$ cat config.mk
export PLATFORM = sky130hd
export DESIGN_NAME = cpw_pwm_top
export DESIGN_NICKNAME = d
export VERILOG_FILES = /design/src/rtl/cpw_pkg.sv /design/src/rtl/cpw_pwm_top.sv
export SDC_FILE = /design/constraint.sdc
export NUM_CORES = 1
export LEC_CHECK = 0
export BUFFER_PORTS_ARGS = -buffer_cell sky130_fd_sc_hd__buf_2
export CAP_MARGIN = 20
export CELL_PAD_IN_SITES_DETAIL_PLACEMENT = 1
export CELL_PAD_IN_SITES_GLOBAL_PLACEMENT = 1
export CORE_UTILIZATION = 43
export DETAILED_ROUTE_END_ITERATION = 10
export PLACE_DENSITY_LB_ADDON = 0.1
export SYNTH_ARGS = -nofsm -noshare
export SYNTH_HDL_FRONTEND = slang
export SYNTH_SLANG_ARGS = --single-unit
$ cat constraint.sdc
create_clock -name pclk -period 2.86 [get_ports pclk]
set_input_delay 0.429 -clock pclk [delete_from_list [all_inputs] [get_ports pclk]]
set_output_delay 0.429 -clock pclk [all_outputs]
set_load 0.1 [all_outputs]
$ cat src/rtl/cpw_pkg.sv
// Constants, field layouts and helpers shared by the PWM output block
package cpw_pkg;
  // Register byte offsets on the APB window
  localparam logic [7:0] ADDR_CTRL    = 8'h00; // Unit control register
  localparam logic [7:0] ADDR_DUTY_HI = 8'h04; // Duty high byte
  localparam logic [7:0] ADDR_PERIOD  = 8'h08; // Period limit
  localparam logic [7:0] ADDR_TCTRL   = 8'h0C; // Period timer control
  localparam logic [7:0] ADDR_TIMER   = 8'h10; // Period timer, read only
  localparam logic [7:0] ADDR_STATUS  = 8'h14; // Sticky events, write 1 clear
  localparam logic [7:0] ADDR_MASK    = 8'h18; // Interrupt mask
  localparam logic [7:0] ADDR_DIR     = 8'h1C; // Pin direction bit
  localparam logic [7:0] ADDR_INFO    = 8'h20; // Resolution and live state

  // Values after reset
  localparam logic [7:0] RST_CTRL   = 8'h00;
  localparam logic [7:0] RST_DUTY   = 8'h00;
  localparam logic [7:0] RST_PERIOD = 8'hFF;
  localparam logic [2:0] RST_TCTRL  = 3'h0;
  localparam logic       RST_DIR    = 1'b1;  // Pin starts as input

  // Mode field: upper two bits both set selects PWM
  localparam logic [1:0] MODE_PWM = 2'h3;

  // Prescale select codes and the prescaler masks they give
  localparam logic [1:0] PSC_DIV1  = 2'h0;
  localparam logic [1:0] PSC_DIV4  = 2'h1;
  localparam logic [3:0] MSK_DIV1  = 4'h0;
  localparam logic [3:0] MSK_DIV4  = 4'h3;
  localparam logic [3:0] MSK_DIV16 = 4'hF;

  // Quarter-count phase that ends one timer input clock
  localparam logic [1:0] QPH_LAST = 2'h3;

  // Unit control register layout
  typedef struct packed {
    logic [1:0] spare;    // Reads as zero
    logic [1:0] duty_lo;  // Duty low bits
    logic [3:0] mode;     // Mode field
  } cpw_ctrl_s;

  // Period timer control layout
  typedef struct packed {
    logic       on;       // Period timer on
    logic [1:0] psc;      // Period prescale select
  } cpw_tctrl_s;

  // Resolution in bits: log2 of four times (limit plus one), floored
  function automatic logic [3:0] res_bits(input logic [7:0] lim);
    logic [8:0] n;
    logic [3:0] r;
    n = {1'b0, lim} + 9'h001;
    r = 4'h2;
    for (int i = 1; i < 9; i++) begin
      if (n[i]) r = 4'(i + 2);
    end
    return r;
  endfunction
endpackage

$ cat src/rtl/cpw_pwm_top.sv
// APB-mapped capture/compare unit in PWM mode with period timer
//
// What this block and its software do
// RQ1 - Duty settings count is two to resolution
// RQ2 - Resolution is log2 of 4*(limit+1)
// RQ3 - Width above period leaves pin unchanged
// RQ4 - Sleep freezes timer, state and pin
// RQ5 - After wake timer continues from held value
// RQ6 - PWM rate follows the system clock
// RQ7 - Reset makes pin input, registers default
// RQ8 - Software: disable pin, set limit, mode
// RQ9 - Software loads duty high byte, low bits
// RQ10 - Software clears flag, sets prescale, starts
// RQ11 - Software waits flag before enabling pin
// RQ12 - Prescaler divides by 1, 4 or 16
// RQ13 - Match clears timer, flags, drives high
// RQ14 - Output falls at duty quarter-count match
`timescale 1ns/1ns
module cpw_pwm_top #(
  parameter int AW = 8                 // APB address width
) (
  input  wire logic          pclk,
  input  wire logic          presetn,
  input  wire logic          psel,
  input  wire logic          penable,
  input  wire logic          pwrite,
  input  wire logic [AW-1:0] paddr,
  input  wire logic [31:0]   pwdata,
  output logic [31:0]        prdata,
  output logic               pready,
  output logic               pslverr,
  input  wire logic          sleep,
  output logic               pwm_output_pin,
  output logic               pwm_output_pin_oe_n,
  output logic               irq
);

  // Software-visible state
  cpw_pkg::cpw_ctrl_s  ctrl_q;          // Unit control register
  cpw_pkg::cpw_tctrl_s tctrl_q;         // Period timer control
  logic [7:0]          duty_hi_q;       // Duty high byte
  logic [7:0]          period_q;        // Period limit
  logic                dir_q;           // Pin direction bit
  logic                sts_q;           // Period timer flag
  logic                mask_q;          // Interrupt enable

  // Counting chain and latched duty
  logic [1:0]          qph_q;           // Quarter-count phase
  logic [3:0]          psc_q;           // Prescaler
  logic [7:0]          timer_q;         // Period timer
  logic [9:0]          duty_lat_q;      // Duty in use this period

  // Bus answer and output flops
  logic                pready_q;
  logic                pslverr_q;
  logic [31:0]         prdata_q;
  logic                out_q;
  logic                oe_n_q;
  logic                irq_q;

  // Decoded bus and counting events
  logic                acc;             // Access phase, answer pending
  logic                wr;              // Write completes this edge
  logic [AW-1:0]       a;
  logic [3:0]          psc_mask;
  logic                pwm_mode;
  logic                tick;
  logic                period_end;
  logic                fall_hit;
  logic [31:0]         rd_d;
  logic                hit_d;

  assign a        = paddr;
  assign acc      = psel & penable & ~pready_q;
  assign wr       = psel & penable & pready_q & pwrite;
  assign pwm_mode = (ctrl_q.mode[3:2] == cpw_pkg::MODE_PWM);

  // Prescale select to mask; code 2 and 3 both give 16
  always_comb begin
    case (tctrl_q.psc)
      cpw_pkg::PSC_DIV1: psc_mask = cpw_pkg::MSK_DIV1;  // [RQ12]
      cpw_pkg::PSC_DIV4: psc_mask = cpw_pkg::MSK_DIV4;  // [RQ12]
      default:           psc_mask = cpw_pkg::MSK_DIV16; // [RQ12]
    endcase
  end

  // Timer steps once per four clocks times the prescale ratio;
  // every step is a pclk edge, so the rate scales with pclk [RQ6]
  assign tick = tctrl_q.on & ~sleep & (qph_q == cpw_pkg::QPH_LAST)
              & ((psc_q & psc_mask) == psc_mask);              // [RQ4]
  assign period_end = tick & (timer_q == period_q);            // [RQ13]
  // Quarter resolution comes from the phase below the timer [RQ14]
  assign fall_hit   = ~sleep & pwm_mode & tctrl_q.on
                    & ({timer_q, qph_q} == duty_lat_q);

  // Read mux and address decode
  always_comb begin
    rd_d  = 32'h0000_0000;
    hit_d = 1'b1;
    case (a)
      AW'(cpw_pkg::ADDR_CTRL):    rd_d[7:0] = {2'h0, ctrl_q[5:0]};
      AW'(cpw_pkg::ADDR_DUTY_HI): rd_d[7:0] = duty_hi_q;
      AW'(cpw_pkg::ADDR_PERIOD):  rd_d[7:0] = period_q;
      AW'(cpw_pkg::ADDR_TCTRL):   rd_d[2:0] = tctrl_q;
      AW'(cpw_pkg::ADDR_TIMER):   rd_d[7:0] = timer_q;
      AW'(cpw_pkg::ADDR_STATUS):  rd_d[0]   = sts_q;
      AW'(cpw_pkg::ADDR_MASK):    rd_d[0]   = mask_q;
      AW'(cpw_pkg::ADDR_DIR):     rd_d[0]   = dir_q;
      AW'(cpw_pkg::ADDR_INFO): begin
        rd_d[3:0]   = cpw_pkg::res_bits(period_q);             // [RQ2]
        rd_d[8]     = out_q;
        rd_d[9]     = sleep;
        rd_d[26:16] = {1'b0, period_q, 2'h0} + 11'h004;        // [RQ1]
      end
      default: hit_d = 1'b0;
    endcase
  end

  // One wait state: answer in the cycle after the access phase starts
  always_ff @(posedge pclk or negedge presetn) begin
    if (!presetn) begin
      pready_q  <= 1'b0;
      pslverr_q <= 1'b0;
      prdata_q  <= 32'h0000_0000;
    end else if (acc) begin
      pready_q  <= 1'b1;
      pslverr_q <= ~hit_d;
      prdata_q  <= pwrite ? 32'h0000_0000 : rd_d;
    end else begin
      pready_q  <= 1'b0;
      pslverr_q <= 1'b0;
    end
  end

  // Register writes; reset restores every default [RQ7]
  always_ff @(posedge pclk or negedge presetn) begin
    if (!presetn) begin
      ctrl_q    <= cpw_pkg::RST_CTRL;
      duty_hi_q <= cpw_pkg::RST_DUTY;
      period_q  <= cpw_pkg::RST_PERIOD;
      tctrl_q   <= cpw_pkg::RST_TCTRL;
      dir_q     <= cpw_pkg::RST_DIR;                           // [RQ7]
      mask_q    <= 1'b0;
    end else if (wr) begin
      case (a)
        AW'(cpw_pkg::ADDR_CTRL):    ctrl_q    <= {2'h0, pwdata[5:0]};
        AW'(cpw_pkg::ADDR_DUTY_HI): duty_hi_q <= pwdata[7:0]; // [RQ9]
        AW'(cpw_pkg::ADDR_PERIOD):  period_q  <= pwdata[7:0];
        AW'(cpw_pkg::ADDR_TCTRL):   tctrl_q   <= pwdata[2:0];
        AW'(cpw_pkg::ADDR_MASK):    mask_q    <= pwdata[0];
        AW'(cpw_pkg::ADDR_DIR):     dir_q     <= pwdata[0];
        default: ;
      endcase
    end
  end

  // Sticky flag: a period end in the clearing cycle still sets it
  always_ff @(posedge pclk or negedge presetn) begin
    if (!presetn) begin
      sts_q <= 1'b0;
    end else if (period_end) begin
      sts_q <= 1'b1;                                           // [RQ13]
    end else if (wr && a == AW'(cpw_pkg::ADDR_STATUS) && pwdata[0]) begin
      sts_q <= 1'b0;
    end
  end

  // Counting chain; nothing moves in sleep, so wake resumes in place
  always_ff @(posedge pclk or negedge presetn) begin
    if (!presetn) begin
      qph_q      <= 2'h0;
      psc_q      <= 4'h0;
      timer_q    <= 8'h00;
      duty_lat_q <= 10'h000;
    end else if (tctrl_q.on && !sleep) begin                   // [RQ4]
      qph_q <= qph_q + 2'h1;                                   // [RQ5]
      if (qph_q == cpw_pkg::QPH_LAST) begin
        psc_q <= tick ? 4'h0 : psc_q + 4'h1;                   // [RQ12]
      end
      if (period_end) begin
        timer_q    <= 8'h00;                                   // [RQ13]
        duty_lat_q <= {duty_hi_q, ctrl_q.duty_lo};             // [RQ13]
      end else if (tick) begin
        timer_q <= timer_q + 8'h01;
      end
    end
  end

  // Output level: rises at period end, falls at duty match
  always_ff @(posedge pclk or negedge presetn) begin
    if (!presetn) begin
      out_q <= 1'b0;
    end else if (!pwm_mode) begin
      out_q <= 1'b0;
    end else if (sleep) begin
      out_q <= out_q;                                          // [RQ4]
    end else if (period_end) begin
      // Width past the period would never fall; leave pin alone
      if (duty_hi_q <= period_q) out_q <= 1'b1;                // [RQ3]
    end else if (fall_hit) begin
      out_q <= 1'b0;                                           // [RQ14]
    end
  end

  // Pin enable and interrupt, registered to keep outputs glitch free
  always_ff @(posedge pclk or negedge presetn) begin
    if (!presetn) begin
      oe_n_q <= 1'b1;                                          // [RQ7]
      irq_q  <= 1'b0;
    end else begin
      oe_n_q <= dir_q;                                         // [RQ11]
      irq_q  <= sts_q & mask_q;
    end
  end

  assign prdata              = prdata_q;
  assign pready              = pready_q;
  assign pslverr             = pslverr_q;
  assign pwm_output_pin      = out_q;
  assign pwm_output_pin_oe_n = oe_n_q;
  assign irq                 = irq_q;
endmodule // cpw_pwm_top

## Yosys cells after proc, flatten, opt, wreduce, memory -nomap -nowiden

Index checks and enable logic that the tools add are counted.

- Register bits: 89
- Output and inout bits: 37
- Logic and storage cells: 106

- Add/subtract/negate cells: 5
- Order comparisons: 1
- Eq/ne operators: 17
- Multiplexer cells: 29
- Bitwise logic cells: 16
- Reductions and logical operators: 19

Operators by type and width:

| operator | count |
|---|---|
| 8-bit by 5-bit == test with 1-bit output (second input constant) | 4 |
| 4-bit two-way mux | 8 |
| 27-bit two-way mux | 1 |
| 2-bit AND reduction | 9 |
| 8-bit by 4-bit == test with 1-bit output (second input constant) | 2 |
| 8-bit two-way mux | 2 |
| 4-bit one-hot mux with 4 select lines | 1 |
| 1-bit AND | 12 |
| 2-bit one-hot mux with 6 select lines | 1 |
| 10-bit by 3-bit adder with 11-bit output (second input constant) | 1 |
| 1-bit two-way mux | 11 |
| 11-bit two-way mux | 1 |
| 10-bit == test | 1 |
| 8-bit by 1-bit adder with 9-bit output (second input constant) | 1 |
| 1-bit one-hot mux with 9 select lines | 1 |
| 9-bit OR reduction | 1 |
| 8-bit by 1-bit adder with 8-bit output (second input constant) | 1 |
| 8-bit by 3-bit == test with 1-bit output (second input constant) | 1 |
| 8-bit by 6-bit == test with 1-bit output (second input constant) | 1 |
| 8-bit == test | 1 |
| 8-bit <= comparator | 1 |
| 8-bit zero test | 1 |
| 4-bit one-hot mux with 2 select lines | 1 |
| 1-bit one-hot mux with 5 select lines | 1 |
| 16 further kinds | 22 |

## Depth between registers and ports, before layout

Gate-level depths: netlist of the first run.

- Word-level depth: 11
- Mapped depth: 8
- Depth with buffers taken out: 8

## Least setup slack after synthesis of the first run

Ideal clock, no wire load.

- Path type: flip-flop to flip-flop
- Start: register pready_q, in the netlist pready
- End: register ctrl_q[0] (netlist bit)
- Library setup time: 0.127 ns
- Data arrival time: 2.345 ns
- Required time: 2.733 ns
- Setup slack: 0.387 ns
- Stages on the path, launching flop included: 5
- Buffers on the path: 0
- Period minus slack after synthesis: 2.473 ns
- Path through: dfrtp_1 > nand4_1 > or4_1 > nor3_2 > mux2_1

- Cells in the longest elaborated chain, start to end: 3

Ends and longest elaborated chain:

| element | RTL line | source |
|---|---|---|
| start: declaration | cpw_pwm_top.sv:54 | `logic pready_q;` |
| start signal: assignment | cpw_pwm_top.sv:122 | `pready_q <= 1'b0;` |
| start signal: assignment | cpw_pwm_top.sv:126 | `pready_q <= 1'b1;` |
| start signal: assignment | cpw_pwm_top.sv:130 | `pready_q <= 1'b0;` |
| 1-bit AND (2 in a row) | cpw_pwm_top.sv:75 | `assign wr = psel & penable & pready_q & pwrite;` |
| 2-bit AND reduction (no source line) | n/a |  |
| end signal: assignment | cpw_pwm_top.sv:138 | `ctrl_q <= cpw_pkg::RST_CTRL;` |
| end signal: assignment | cpw_pwm_top.sv:146 | `AW'(cpw_pkg::ADDR_CTRL): ctrl_q <= {2'h0, pwdata[5:0]};` |
| end: declaration | cpw_pwm_top.sv:39 | `cpw_pkg::cpw_ctrl_s ctrl_q;` |

Every way passes these cells.
A chain may end at the register's enable or synchronous reset.

## Worst setup path after layout of the first run

- Start: register period_q[0]
- End: register prdata_q[1], in the netlist prdata[1]

- Cells in the longest elaborated chain, start to end: 10

Ends and longest elaborated chain:

| element | RTL line | source |
|---|---|---|
| start: declaration | cpw_pwm_top.sv:42 | `logic [7:0] period_q;` |
| start signal: assignment | cpw_pwm_top.sv:140 | `period_q <= cpw_pkg::RST_PERIOD;` |
| start signal: assignment | cpw_pwm_top.sv:148 | `AW'(cpw_pkg::ADDR_PERIOD): period_q <= pwdata[7:0];` |
| 8-bit by 1-bit adder with 9-bit output * | cpw_pkg.sv:51 | `n = {1'b0, lim} + 9'h001;` |
| 4-bit two-way mux (6 in a row) | cpw_pkg.sv:54 | `if (n[i]) r = 4'(i + 2);` |
| 4-bit two-way mux * | cpw_pkg.sv:54 |  |
| 2-bit one-hot mux with 6 select lines * | cpw_pwm_top.sv:100 | `case (a)` |
| 27-bit two-way mux * | cpw_pwm_top.sv:128 | `prdata_q <= pwrite ? 32'h0000_0000 : rd_d;` |
| end signal: assignment | cpw_pwm_top.sv:128 |  |
| end: declaration | cpw_pwm_top.sv:56 | `logic [31:0] prdata_q;` |

Mark *: on every way between the ends. The rest lies on a longest branch, timed or not.

==> results.ini, run 1 <==
[sta]
hold_violations = 0
max_slew_margin = 0.619
skew_ps = 12.2
fin_crit_sh = 0.817
timing.fmax_mhz = 428
finalSetupTns_ps = 0
final-setup-viol-count = 0
fin_hold_ws_ps = 287
rsz0062_at_grt = no
period_minus_slack_ps = 2340
tightest_slew_ps = 571
drv_slew = 0

[die]
io_pins = 83
die_w_um = 103
die-area_um2 = 10600
start_util = 0.446
coreArea_um2 = 9820
die_y_um = 103
num_rows = 36

[global_route]
antenna_found_initial = 0
grt_pass1_vias = 3299
grt_pass1_wl_um = 18400
track_usage = 0.239
grt_overflow = 0
grt_max_degree = 77

[synth]
synth_cell_type_count = 59
synth.top_cell.area_share = 0.377
yosys-top-cells-count = 66 x dfrtp_1, 45 x nand2_1, 29 x nor2_1
synth_area_um2 = 4380
synth_xor_area_frac = 0.0520
synth-compound-area-share = 0.126
async_flop_share = 1.00
yosysTopAreaCell = dfrtp_1
ys.flop_type = dfrtp_1
yosys.area_share.simple = 0.165
synth_area_per_cell_um2 = 9.98
synth_fa_ha_area_frac = 0.0343
ys_top_cells_by_area = dfrtp_1 38%, mux2_1 6.4%, dfstp_2 6.0%, xnor2_1 4.2%, nand2_1 3.9%
synthMuxAreaShare = 0.129
synth_top_family_by_area = simple AND/OR/NAND/NOR gates
synthCells = 439
synth-seq-cells = 76
yosysSeqAreaShare = 0.437
synth_edf_count = 0
synth.most_common_cell = dfrtp_1
yosysWarnings = 0

[layout]
antenna_cells = 0
drive_gt1_frac = 0.225
final_util = 0.500
layout.nets = 534
area_growth_pct = 12.0
fin_area_um2 = 4910

[cts]
clk_pin_slew_ps = 90
clockRootBuffer = clkbuf_8
clockBufferDepth = 2
clock_latency_ps = 380
numCtsBuffers = 9
h-tree-depth = 3
cts.sinks = 76
cts_tree = yes
cts_setup_buffers = 0

[critical_path]
path_cells = ha_1 -> and2_0 -> a211oi_1 -> a31oi_1 -> a211oi_2 -> nor4_1 -> o21ai_1
arrival_ps = 2600
worstSetupPathType = reg -> reg
required_ps = 3130
critPathSlowestCell = dfstp_2
path_buf_inv = 0
critPathMaxFanout = 8
end_kind = flip-flop
slowest_delay_ps = 680
critical_path.top_delay_family = flip-flops
cp-start-kind = flip-flop

[placement]
post-dp-hpwl_um = 8340
port_buffers = 45
placement.cell_area_um2 = 4660
globalplace.congestion = 0.788

[power_and_ir_drop]
leakagePower_nw = 2.29
ir_worst_vdd_mv = 0.270
power.density_nw_per_um2 = 438
finalPower_mw = 2.15

[hold_path]
min_path_type = in -> reg

[drt]
drt-pass1-iter-count = 4
wl_um = 11400
drtIter0Drc = 136
post-route-drc-count = 0
vias = 3322
vias_per_cell = 5.41
wl_per_cell_um = 18.6
drtAntennaViolNets = 0

[run_status]
status = completed

[run]
max_cap_violations = 0

[logic make-up (layout without fill, tap and decap cells)]
kind of cell,after synthesis,in the layout
buffers and inverters,50,80
other,1,13
AND/OR/NAND/NOR,138,138
AO/OA/AOI/OAI,90,90
XOR/XNOR,26,26
adder cells (fa/ha/maj),12,12
flip-flops,76,76
multiplexers,46,46
[worst paths after layout]
kind | start | endpoint | cells after the start | slack (ps)
worst max-delay path | period_q[0] | prdata[1] | 7 | 520
worst max register to register | period_q[0] | prdata[1] | 7 | 520
worst min-delay path | pwdata[6] | duty_hi_q[6] | 2 | 290
max in group asynchronous | presetn | dir_q | 3 | 1700
worst min register to register | dir_q | pwm_output_pin_oe_n | 0 | 380
min in group asynchronous | presetn | prdata[2] | 2 | 530
[metal layers]
layer | vias to the layer above | wire length, µm | GRT usage
met2 | 59 | 5370 | 0.371
met4 | 0 | 158 | 0.0650
met3 | 14 | 381 | 0.0590
li1 | 1600 | - | -
met1 | 1649 | 5500 | 0.333
met5 | - | 0 | 0
[worst register-to-register path: cells and delay by family, from the launching register on]
family	cells	cell delay, ps
fa+ha+maj	1	340
compound gates	4	590
simple gates	2	630
flops	1	680
[where the power goes]
part | switching (mW) | internal, mW
Combinational | 0.156 | 0.0322
Clock | 0.425 | 0.452
Sequential | 0.00435 | 1.08
Total | 0.585 | 1.56
[layout by cell type (no fill, tap or decap), types with 3 or more instances in the layout]
master and count:
conb_1 13, xor2_1 5, nand2b_1 3, mux2_4 8, dfrtp_1 66, ha_1 12, nor3_1 6, clkbuf_8 11
a221oi_1 4, a22o_1 3, nand2_4 3, a21oi_1 16, a22oi_1 7, xnor2_1 21, nand4_1 9, nand2_1 45
nor4_1 3, nor2_1 29, or3_1 3, buf_2 44, and2_1 4, nor2b_1 5, mux2_2 5, nand3_1 9
buf_4 7, inv_1 11, nor3_2 5, mux2i_1 6, dfstp_2 10, mux2_1 25, and3_1 3, o21ai_0 27
o21ai_1 15
[flip-flops by register name, indices dropped and copies added, names as in the netlist, 2 cells and up]
| register | count |
|---|---|
| duty_lat_q | 10 |
| ctrl_q | 6 |
| tctrl_q | 3 |
| qph_q | 2 |
| timer_q | 8 |
| period_q | 8 |
| prdata | 19 |
| psc_q | 4 |
| duty_hi_q | 8 |
[area by class of cell]
type | instances | area [µm²]
tap | 133 | 166
inverter | 11 | 41.3
fill | 1158 | 4910
clock buffer | 11 | 151
clock inverter | 5 | 58.8
multi-input combinational | 325 | 2260
timing repair buffer | 53 | 310
sequential | 76 | 1910
[metrics by stage]
stage,setup WS (ps),std cells
detailed placement,526,596
global placement,525,596
finish,524,614
global route,339,614
floorplan,387,451
CTS,540,612
[repair_timing]
action | 4_1_cts | 5_1_grt
hold endpoints to repair | 0 | 10
hold buffers | 0 | 1
resized for setup | 0 | 0
(Power assumes the default switching activity.)
==> run 2, diff against run 1 <==
- clock period: 2.86 -> 2.3 ns (I/O delays scaled with it)
==> run 2 against run 1 <==
Compared with the run above:
- clock-buffer cell count decreased by 1
- sequential share of layout area fell by 0.83 points
- first-iteration DRC count shrank 25%
- die area is the same
- routed wire length rose by 3.8%
- sequential power up 25%
- largest power group unchanged
==> results.ini, run 2 (synthesis results as in run 1) <==
[layout]
area_growth_pct = 14.5
fin_area_um2 = 5020
final_util = 0.511
n_fill_cell = 1130
mostFrequentLayoutCells = 65 x dfrtp_1, 45 x nand2_1, 44 x buf_2
layout.nets = 546
largest_reg_flops = 19
drive_gt1_frac = 0.245
mostFrequentLayoutCell = dfrtp_1
finalNonFillerCells = 626
antenna_cells = 0

[critical_path]
arrival_ps = 2330
critPathMaxFanout = 11
required_ps = 2550
end_kind = flip-flop
critPathSlowestCell = dfstp_2
slowest_delay_ps = 700
path_cells = inv_1 -> ha_1 -> a21o_1 -> a21o_1 -> a21oi_1 -> o21ai_0 -> a221oi_1
cp-start-kind = flip-flop
cpMostUsedCell = a21o_1
worstSetupPathType = reg -> reg

[drt]
drtAntennaViolNets = 0
vias_per_cell = 5.49
wl_um = 11800
drtIter0Drc = 102
wl_per_cell_um = 18.9
post-route-drc-count = 0
vias = 3434
drt-pass1-iter-count = 4

[sta]
fin_crit_sh = 0.902
final-setup-viol-count = 0
period_minus_slack_ps = 2070
hold_violations = 0
finalSetupTns_ps = 0
fin_hold_ws_ps = 230
skew_ps = 7.65
fin_ws_ps = 226
drv_slew = 0
timing.fmax_mhz = 482
rsz0062_at_grt = no

[global_route]
antenna_found_initial = 0
grt_pass1_wl_um = 19300
track_usage = 0.246
grt_overflow = 0
grt_max_degree = 32
grt_pass1_vias = 3565

[cts]
clk_pin_slew_ps = 90
h-tree-depth = 3
clockBufferDepth = 2
numCtsBuffers = 9
cts_tree = yes
clockRootBuffer = clkbuf_8
clock_latency_ps = 350
cts.sinks = 76

[die]
num_rows = 36
coreArea_um2 = 9820
die-area_um2 = 10600
start_util = 0.446
die_w_um = 103
die_y_um = 103
io_pins = 83

[placement]
placement.cell_area_um2 = 4760
globalplace.congestion = 0.841
port_buffers = 45
post-dp-hpwl_um = 9030
dpl_worst_slack_ps = 69.6
place_inst = 609

[run]
max_cap_violations = 0

[power_and_ir_drop]
ir_worst_vdd_mv = 0.282
finalPower_mw = 2.86
power.density_nw_per_um2 = 570
leakagePower_nw = 2.36

[hold_path]
min_path_type = in -> reg

[run_status]
status = completed

-- run 2: path summary, 6_finish.rpt --
kind,startpoint,endpoint,slack [ps],depth (start not counted)
max,period_q[4],pwm_output_pin,230,7
min,pwdata[6],duty_hi_q[6],230,2
max reg2reg,period_q[4],pwm_output_pin,230,7
min reg2reg,dir_q,pwm_output_pin_oe_n,390,0
max in group asynchronous,presetn,period_q[2],1080,3
min in group asynchronous,presetn,timer_q[5],460,2
-- run 2: repair_timing --
item	4_1_cts	5_1_grt
endpoints found under the hold margin	25	0
gates resized for setup	0	0
hold buffers	1	0
buffers inserted	0	0
-- run 2: worst max-delay path: cells and delay by family (launching register included) --
kind	cells	cell delay [ps]
buf+inv	1	160
fa+ha+maj	1	200
compound gates	5	920
flops	1	700
-- run 2: cell type report --
type / count / area [µm²] / area share
Clock buffer: 10 / 138 / 0.0274
Inverter: 11 / 41.3 / 0.00823
Tap cell: 133 / 166 / 0.0332
Sequential cell: 76 / 1920 / 0.382
Clock inverter: 6 / 111 / 0.0222
Timing Repair Buffer: 65 / 380 / 0.0758
Multi-Input combinational cell: 325 / 2260 / 0.451
-- run 2: power by group --
group | internal, mW | switching [mW] | total [mW]
sequential | 1.34 | 0.00493 | 1.35
combinational | 0.0401 | 0.195 | 0.235
clock | 0.751 | 0.528 | 1.28
total | 2.13 | 0.728 | 2.86
-- run 2: per-layer routing --
metal / vias to the layer above / wire (µm) / track usage
met5: - / 0 / 0
met4: 0 / 199 / 0.0758
met3: 20 / 252 / 0.0353
met2: 53 / 5700 / 0.399
met1: 1740 / 5690 / 0.339
li1: 1621 / - / -
